<file path="src/pkg/haptic_cal_pkg.sv">
package haptic_cal_pkg;
  localparam int ADDR_W = 10;
  // Register indices; byte address is four times the index
  localparam logic [7:0] IDX_BRAKE = 8'h1D;
  localparam logic [7:0] IDX_FULL  = 8'h1F;
  localparam logic [7:0] IDX_ODLIM = 8'h20;
  localparam logic [7:0] IDX_LOSS  = 8'h21;
  localparam logic [7:0] IDX_GAIN  = 8'h22;
  localparam logic [7:0] IDX_LOOP  = 8'h23;
  localparam logic [7:0] RST_BRAKE = 8'h00;
  localparam logic [7:0] RST_FULL  = 8'h3F;
  localparam logic [7:0] RST_ODLIM = 8'h89;
  localparam logic [7:0] RST_LOSS  = 8'h0D;
  localparam logic [7:0] RST_GAIN  = 8'h6D;
  localparam logic [7:0] RST_LOOP  = 8'h36;
  // Loop control field positions
  localparam int GATE_BIT   = 7;
  localparam int RATIO_LSB  = 4;
  localparam int LGAIN_LSB  = 2;
  localparam int SCALE_LSB  = 0;
  localparam logic [1:0] RESP_OKAY   = 2'h0;
  localparam logic [1:0] RESP_SLVERR = 2'h2;

  typedef struct packed {
    logic       done;
    logic [7:0] impedance;
    logic [7:0] gain_basis;
  } cal_result_t;

  typedef struct packed {
    logic              valid;
    logic              first;
    logic signed [7:0] level;
  } wave_sample_t;

  typedef struct packed {
    logic              boost;
    logic signed [7:0] level;
  } drive_req_t;
endpackage : haptic_cal_pkg

</file>
<file path="src/design/haptic_drive_calibration_regs.sv">
// Decided for this implementation: the AXI4-Lite interface to the registers.
`timescale 1ns/100ps
module haptic_drive_calibration_regs (
  input  wire logic                          aclk,
  input  wire logic                          aresetn,
  input  wire logic [haptic_cal_pkg::ADDR_W-1:0] s_awaddr,
  input  wire logic                          s_awvalid,
  output logic                               s_awready,
  input  wire logic [31:0]                   s_wdata,
  input  wire logic [3:0]                    s_wstrb,
  input  wire logic                          s_wvalid,
  output logic                               s_wready,
  output logic [1:0]                         s_bresp,
  output logic                               s_bvalid,
  input  wire logic                          s_bready,
  input  wire logic [haptic_cal_pkg::ADDR_W-1:0] s_araddr,
  input  wire logic                          s_arvalid,
  output logic                               s_arready,
  output logic [31:0]                        s_rdata,
  output logic [1:0]                         s_rresp,
  output logic                               s_rvalid,
  input  wire logic                          s_rready,
  input  wire logic                          closed_loop,
  input  wire logic [7:0]                    waveform_step_period,
  input  haptic_cal_pkg::wave_sample_t       sample,
  input  haptic_cal_pkg::drive_req_t         drive_req,
  input  haptic_cal_pkg::cal_result_t        cal,
  output logic signed [16:0]                 brake_offset,
  output logic signed [7:0]                  brake_level,
  output logic signed [9:0]                  drive_out,
  output logic [7:0]                         full_scale_level,
  output logic [7:0]                         loss_comp,
  output logic [7:0]                         feedback_gain,
  output logic                               noise_gate_level,
  output logic [2:0]                         brake_gain_ratio,
  output logic [1:0]                         loop_gain_sel,
  output logic [1:0]                         backemf_scale
);
  import haptic_cal_pkg::*;

  logic [7:0]  brake_time_adjust;
  logic [7:0]  full_scale_drive_level;
  logic [7:0]  overdrive_limit_level;
  logic [7:0]  loss_compensation_result;
  logic [7:0]  feedback_gain_basis;
  logic [7:0]  feedback_loop_control;
  logic        aw_held;
  logic        w_held;
  logic [7:0]  aw_idx;
  logic [7:0]  w_byte;
  logic        w_lane;

  logic [7:0]  next_brake;
  logic [7:0]  next_full;
  logic [7:0]  next_odlim;
  logic [7:0]  next_loss;
  logic [7:0]  next_gain;
  logic [7:0]  next_loop;
  logic        next_aw_held;
  logic        next_w_held;
  logic [7:0]  next_aw_idx;
  logic [7:0]  next_w_byte;
  logic        next_w_lane;
  logic        next_awready;
  logic        next_wready;
  logic        next_bvalid;
  logic [1:0]  next_bresp;
  logic        next_arready;
  logic        next_rvalid;
  logic [31:0] next_rdata;
  logic [1:0]  next_rresp;
  logic signed [16:0] next_brake_offset;
  logic signed [7:0]  next_brake_level;
  logic signed [9:0]  next_drive_out;

  function automatic logic mapped(input logic [7:0] idx);
    mapped = (idx == IDX_BRAKE) || (idx == IDX_FULL) ||
             (idx == IDX_ODLIM) || (idx == IDX_LOSS) ||
             (idx == IDX_GAIN)  || (idx == IDX_LOOP);
  endfunction : mapped

  // Register file and bus slave
  always_comb begin
    logic       commit;
    logic [7:0] ridx;
    commit       = 1'b0;
    ridx         = s_araddr[ADDR_W-1:2];
    next_brake   = brake_time_adjust;
    next_full    = full_scale_drive_level;
    next_odlim   = overdrive_limit_level;
    next_loss    = loss_compensation_result;
    next_gain    = feedback_gain_basis;
    next_loop    = feedback_loop_control;
    next_aw_held = aw_held;
    next_w_held  = w_held;
    next_aw_idx  = aw_idx;
    next_w_byte  = w_byte;
    next_w_lane  = w_lane;
    next_bvalid  = s_bvalid;
    next_bresp   = s_bresp;
    next_rvalid  = s_rvalid;
    next_rdata   = s_rdata;
    next_rresp   = s_rresp;
    if (s_awvalid && s_awready) begin
      next_aw_held = 1'b1;
      next_aw_idx  = s_awaddr[ADDR_W-1:2];
    end
    if (s_wvalid && s_wready) begin
      next_w_held = 1'b1;
      next_w_byte = s_wdata[7:0];
      next_w_lane = s_wstrb[0];
    end
    if (s_bvalid && s_bready) begin
      next_bvalid = 1'b0;
    end
    if (aw_held && w_held && !s_bvalid) begin
      commit       = 1'b1;
      next_aw_held = 1'b0;
      next_w_held  = 1'b0;
      next_bvalid  = 1'b1;
      next_bresp   = mapped(aw_idx) ? RESP_OKAY : RESP_SLVERR;
    end
    if (commit && w_lane) begin
      unique case (aw_idx)
        IDX_BRAKE: next_brake = w_byte;
        IDX_FULL:  next_full  = w_byte;
        IDX_ODLIM: next_odlim = w_byte;
        IDX_LOSS:  next_loss  = w_byte;
        IDX_GAIN:  next_gain  = w_byte;
        IDX_LOOP:  next_loop  = w_byte;
        default:   ;
      endcase
    end
    // Calibration beats a host write in the same cycle
    if (cal.done) begin
      next_loss = cal.impedance;
      next_gain = cal.gain_basis;
    end
    if (s_rvalid && s_rready) begin
      next_rvalid = 1'b0;
    end
    if (s_arvalid && s_arready) begin
      next_rvalid = 1'b1;
      next_rresp  = mapped(ridx) ? RESP_OKAY : RESP_SLVERR;
      next_rdata  = 32'h0000_0000;
      unique case (ridx)
        IDX_BRAKE: next_rdata[7:0] = brake_time_adjust;
        IDX_FULL:  next_rdata[7:0] = full_scale_drive_level;
        IDX_ODLIM: next_rdata[7:0] = overdrive_limit_level;
        IDX_LOSS:  next_rdata[7:0] = loss_compensation_result;
        IDX_GAIN:  next_rdata[7:0] = feedback_gain_basis;
        IDX_LOOP:  next_rdata[7:0] = feedback_loop_control;
        default:   ;
      endcase
    end
    next_awready = !next_aw_held && !next_bvalid;
    next_wready  = !next_w_held && !next_bvalid;
    next_arready = !next_rvalid;
  end

  always_ff @(posedge aclk) begin
    if (!aresetn) begin
      brake_time_adjust        <= RST_BRAKE;
      full_scale_drive_level   <= RST_FULL;
      overdrive_limit_level    <= RST_ODLIM;
      loss_compensation_result <= RST_LOSS;
      feedback_gain_basis      <= RST_GAIN;
      feedback_loop_control    <= RST_LOOP;
      aw_held   <= 1'b0;
      w_held    <= 1'b0;
      aw_idx    <= 8'h00;
      w_byte    <= 8'h00;
      w_lane    <= 1'b0;
      s_awready <= 1'b0;
      s_wready  <= 1'b0;
      s_bvalid  <= 1'b0;
      s_bresp   <= RESP_OKAY;
      s_arready <= 1'b0;
      s_rvalid  <= 1'b0;
      s_rdata   <= 32'h0000_0000;
      s_rresp   <= RESP_OKAY;
    end else begin
      brake_time_adjust        <= next_brake;
      full_scale_drive_level   <= next_full;
      overdrive_limit_level    <= next_odlim;
      loss_compensation_result <= next_loss;
      feedback_gain_basis      <= next_gain;
      feedback_loop_control    <= next_loop;
      aw_held   <= next_aw_held;
      w_held    <= next_w_held;
      aw_idx    <= next_aw_idx;
      w_byte    <= next_w_byte;
      w_lane    <= next_w_lane;
      s_awready <= next_awready;
      s_wready  <= next_wready;
      s_bvalid  <= next_bvalid;
      s_bresp   <= next_bresp;
      s_arready <= next_arready;
      s_rvalid  <= next_rvalid;
      s_rdata   <= next_rdata;
      s_rresp   <= next_rresp;
    end
  end

  // Configuration outputs are the register flops themselves
  assign full_scale_level = full_scale_drive_level;
  assign loss_comp        = loss_compensation_result;
  assign feedback_gain    = feedback_gain_basis;
  assign noise_gate_level = feedback_loop_control[GATE_BIT];
  assign brake_gain_ratio = feedback_loop_control[RATIO_LSB +: 3];
  assign loop_gain_sel    = feedback_loop_control[LGAIN_LSB +: 2];
  assign backemf_scale    = feedback_loop_control[SCALE_LSB +: 2];

  // Playback-side datapath
  always_comb begin
    logic signed [9:0] lvl;
    logic signed [9:0] lim;
    lvl = 10'(drive_req.level);
    lim = $signed({2'b00, full_scale_drive_level});
    // Boost periods may run past full scale, up to the limit
    if (closed_loop && drive_req.boost) begin
      lim = $signed({2'b00, overdrive_limit_level});
    end
    if (!closed_loop) begin
      next_drive_out = lvl;
    end else if (lvl > lim) begin
      next_drive_out = lim;
    end else if (lvl < -lim) begin
      next_drive_out = -lim;
    end else begin
      next_drive_out = lvl;
    end
    if (closed_loop) begin
      next_brake_offset = 17'sh00000;
    end else begin
      next_brake_offset = $signed(brake_time_adjust) *
                          $signed({1'b0, waveform_step_period});
    end
    next_brake_level = brake_level;
    if (sample.valid) begin
      if (sample.first || (sample.level < brake_level)) begin
        next_brake_level = sample.level;
      end
    end
  end

  always_ff @(posedge aclk) begin
    if (!aresetn) begin
      brake_offset <= 17'sh00000;
      brake_level  <= 8'sh00;
      drive_out    <= 10'sh000;
    end else begin
      brake_offset <= next_brake_offset;
      brake_level  <= next_brake_level;
      drive_out    <= next_drive_out;
    end
  end
endmodule : haptic_drive_calibration_regs

</file>
<file path="config.mk">
export PLATFORM = sky130hd
export DESIGN_NAME = haptic_drive_calibration_regs
export DESIGN_NICKNAME = d
export VERILOG_FILES = /design/src/pkg/haptic_cal_pkg.sv /design/src/design/haptic_drive_calibration_regs.sv
export SDC_FILE = /design/constraint.sdc
export NUM_CORES = 1
export LEC_CHECK = 0
export ABC_CLOCK_PERIOD_IN_PS = 6600
export CORE_ASPECT_RATIO = 0.5
export CORE_MARGIN = 8
export CORE_UTILIZATION = 65
export CTS_BUF_LIST = sky130_fd_sc_hd__clkbuf_8
export DETAILED_ROUTE_END_ITERATION = 8
export DONT_BUFFER_PORTS = 1
export PLACE_DENSITY = 0.81
export SYNTH_ARGS = -nofsm -noshare
export SYNTH_HDL_FRONTEND = slang
export SYNTH_SLANG_ARGS = --single-unit
</file>
<file path="constraint.sdc">
create_clock -name aclk -period 6.6 [get_ports aclk]
set_clock_uncertainty 0.15 [all_clocks]
set_input_delay 0.33 -clock aclk [delete_from_list [all_inputs] [get_ports aclk]]
set_output_delay 0.33 -clock aclk [all_outputs]
set_load 0.005 [all_outputs]
</file>
**After elaboration in Yosys (flattened, before gate mapping)**

Cells that the tools add are included.
Widths: inputs -> output; s select.

- Output and inout bits: 108
- Logic and storage cells: 100
- Input bits: 108
- Register bits: 119

- Add/subtract/negate cells: 1
- Multipliers: 1
- $lt $le $gt $ge: 3
- Eq/ne operators: 12
- Bitwise logic cells: 1
- Reductions and logical operators: 38
- Multiplexer cells: 22

Operators with widths:

| kind | number |
|---|---|
| $eq 8x6->1 const B | 8 |
| $mux 8 | 7 |
| $pmux 8 s6 | 1 |
| $eq 8x5->1 const B | 4 |
| $mux 10 | 3 |
| $mul 8x9->17 | 1 |
| $reduce_and 2->1 | 7 |
| $logic_and 1x1->1 | 11 |
| $logic_or 1x1->1 | 11 |
| $lt 8x10->1 | 1 |
| $neg 10->10 | 1 |
| $gt 8x9->1 | 1 |
| $mux 1 | 9 |
| $lt 8x8->1 | 1 |
| $reduce_bool 2->1 | 3 |
| $logic_not 1->1 | 5 |
| $mux 2 | 2 |
| $reduce_or 2->1 | 1 |
| $not 1->1 | 1 |

**Logic depth before layout (Yosys ltp)**

- Depth in word-level cells: 7
- Depth in mapped cells: 20
- Depth with buffers taken out: 19

**Worst setup path before layout**

Ideal clock, no wire load.

- Kind: register to register
- From: register brake_time_adjust[6]
- To: register brake_offset[15]
- Setup time: 0.128 ns
- Slack: 2.185 ns
- Arrival time: 4.138 ns
- Data required time: 6.322 ns
- Clock period less this slack: 4.415 ns
- Path buffers: 1
- Stages on the path, launching flop included: 17
- Cells stage by stage: dfxtp_1 > clkbuf_1 > nand2_1 > fa_1 > fa_1 > inv_1 > fa_1 > inv_1 > fa_1 > inv_1 > ha_1 > o21a_1 > a21oi_1 > a21oi_1 > a221oi_1 > xor2_1 > nor2_1

- Longest elaborated chain between the ends: 1

Ends and longest elaborated chain:

| item | line | text |
|---|---|---|
| start, declared | haptic_drive_calibration_regs.sv:41 | `logic [7:0] brake_time_adjust;` |
| start signal, assigned | haptic_drive_calibration_regs.sv:183 | `brake_time_adjust <= next_brake;` |
| $mul 8x9->17 | haptic_drive_calibration_regs.sv:236 | `next_brake_offset = $signed(brake_time_adjust) *` |
| end signal, assigned | haptic_drive_calibration_regs.sv:253 | `brake_offset <= next_brake_offset;` |
| end, declared | haptic_drive_calibration_regs.sv:28 | `output logic signed [16:0] brake_offset,` |

No other way between the ends.
A chain may end at the register's enable or synchronous reset.

**Worst setup path after layout**

- From: register brake_time_adjust[7]
- To: register brake_offset[15]

Same word-level chain as after synthesis.

==> flow_summary.toml <==
[grt]
gr-total-overflow = 0
track_usage_pct = 27.4
grt_pass1_vias = 7215
grt_start_max_net_pins = 57
grt_pass1_wl_um = 36700
antenna_found_initial = 0

[clock_tree]
clk_path_buf_depth = 2
post_cts_buffers = 0
cts_sinks = 117
cts_buffers = 17
path_clk_slew_ns = 0.09
ctsResizeCount = 0
htreeDepth = 4
clk_latency_ns = 0.45
cts-root-buf = "clkbuf_8"
cts_tree = "built"

[floorplan]
die_w_um = 174
num_io_pins = 216
initial_core_util_pct = 65.6
die_h_um = 95.2
rows = 29
core_region_area_um2 = 12400
dieArea_um2 = 16600

[timing]
hold_viol_final = 0
rsz0062_at_grt = "false"
worst_slew_pin_slew_ns = 1.11
period_needed_ns = 4.78
tns_ns = 0
fmax_mhz = 209
slew_headroom_pct = 25.8
setup_viol = 0
finalCritPeriodShare_pct = 72.4
final_max_slew_viol_count = 0
holdWs_ns = 0.0237

[placed_design]
place.gp.congestion = 0.849
numPortBuffers = 0
place_area_um2 = 8140
hpwl_um = 15800

[setup_path]
critPathLaunchType = "register"
cp.required_ns = 6.77
crit_path_end_kind = "register"
path_class = "register to register"
crit_fanout = 7
worstPathArrival_ns = 4.95

[layout]
nNetsFinal = 1203
fillers = 849
drive_above_1_share_pct = 6.49
fin_area_um2 = 9340
areaGrowthSynthToFinish_pct = 14.4

[logic_synthesis]
synth_ff_type = "dfxtp_1"
ys_types = 63
synth_area_um2 = 8160
yosysMostFrequentCell = "dfxtp_1"
synthTopCellsByArea = "dfxtp_1, ha_1, fa_1"
yosysTopAreaCell = "dfxtp_1"
synth_edf_count = 0
yosysTopAreaCellShare_pct = 28.7
synth_warnings = 0
postSynthAreaPerCell_um2 = 8.80
netlist_instances = 927
synth_seq_area_share_pct = 28.7
synth_seq_cells = 117
async_reset_ff_share_pct = 0
synth_top_cells_by_count = "dfxtp_1, nand2_1, inv_1"

[route]
vias = 6999
dr.pass1.iters = 5
drt-initial-drc-count = 465
vias_per_cell = 5.97
drt_wl_total_um = 22800
drt.antenna.violating_nets = 0
drc_errors = 0
wl_per_cell_um = 19.4

[power]
ir_drop_mv = 0.161
power_density_nw_per_um2 = 179
p_leak_uw = 0.00424

[worst_hold_path]
hold_class = "primary input to register"

[status]
outcome = "completed"

[run]
max_cap_violations = 0
## routing by layer
metal / part of all wire [%] / global-route usage [%] / up-vias
met2: 48 / 48.3 / 330
met1: 41 / 31.8 / 3395
met5: 0 / 0 / -
met4: 1.8 / 11.0 / 0
met3: 9.0 / 7.51 / 43
li1: - / - / 3231
## registers in the layout, summed over array words and instances, names as in the netlist, 8 cells and up
register and cells:
aw_idx 8, overdrive_limit_level 8, brake_time_adjust 8, w_byte 8, full_scale_level 8, brake_offset 17
feedback_gain 8, brake_level 8, feedback_loop_control 8, loss_comp 8, drive_out 10, s_rdata 8
## critical path, cell delays in order, from the launching register on
cell	delay [ns]
dfxtp_1	0.54
inv_1	0.22
fa_1	0.55
fa_1	0.52
inv_1	0.06
fa_1	0.48
inv_1	0.06
fa_1	0.53
inv_1	0.04
ha_1	0.32
o21a_1	0.19
a21oi_1	0.25
a21oi_1	0.18
a221oi_1	0.33
xor2_1	0.18
nor2_1	0.05
## cells by family after synthesis
| group | Yosys count | synth area share [%] |
|---|---|---|
| simple gates | 308 | 18.9 |
| compound gates | 152 | 12.1 |
| buf+inv | 143 | 7.97 |
| flops | 117 | 28.7 |
| fa+ha+maj | 106 | 19.7 |
| mux | 86 | 11.1 |
| xor+xnor | 14 | 1.50 |
| other cells | 1 | 0.0459 |
## metrics by stage
step | setup slack [ns] | util [%] | power [uW] | cells
after CTS | 1.84 | 75.0 | 1670 | 1172
after global placement | 1.93 | 65.4 | 914 | 1063
after floorplan | 2.18 | - | 904 | 952
final | 1.82 | 75.0 | 1670 | 1173
after global routing | 1.54 | 75.0 | 1740 | 1172
after detailed placement | 1.86 | 65.4 | 919 | 1063
## power breakdown
group / leakage, uW / total (uW) / switching (uW) / internal (uW)
Clock: 0.000210 / 715 / 362 / 354
Sequential: 0.000954 / 762 / 30.9 / 731
Combinational: 0.00308 / 196 / 100 / 96.1
## cells in the final DEF (no fill, tap or decap), types with 11 or more instances in the layout
cell           netlist  routed
inv_1               82      81
conb_1               1      26
o21ai_0             13      13
o21ai_1             18      18
dfxtp_1            117     117
a22oi_1             11      11
fa_1                37      37
clkbuf_8             0      17
and2_1              55      55
nor2_1              67      67
nand3_1             16      16
ha_1                69      69
dlygate4sd3_1        0      76
a21oi_1             50      50
mux2_2              13      13
nand2_1            109     109
nor3_1              14      14
mux2i_1             67      67
## area by class of cell
type | count | area [um2] | area share [%]
antenna | 1 | 2.50 | 0.0268
clock buffer | 17 | 234 | 2.51
clock inverter | 15 | 183 | 1.96
inverter | 82 | 308 | 3.30
multi-input combinational | 692 | 5260 | 56.3
sequential | 117 | 2340 | 25.1
tap | 170 | 213 | 2.28
timing repair buffer | 79 | 796 | 8.52
## what timing repair did
action	4_1_cts	5_1_grt
hold endpoints to repair	78	0
hold buffers	77	0
endpoints found under the setup margin	0	0
## worst paths after layout
check,slack (ns),from,cells after the start,endpoint
worst max register to register,1.82,brake_time_adjust[7],15,brake_offset[15]
worst max-delay path,1.82,brake_time_adjust[7],15,brake_offset[15]
worst min register to register,0.32,aw_idx[7],2,aw_idx[7]
worst min-delay path,0.02,aresetn,3,brake_level[0]
No activity file was read; power rests on OpenSTA's default activity.
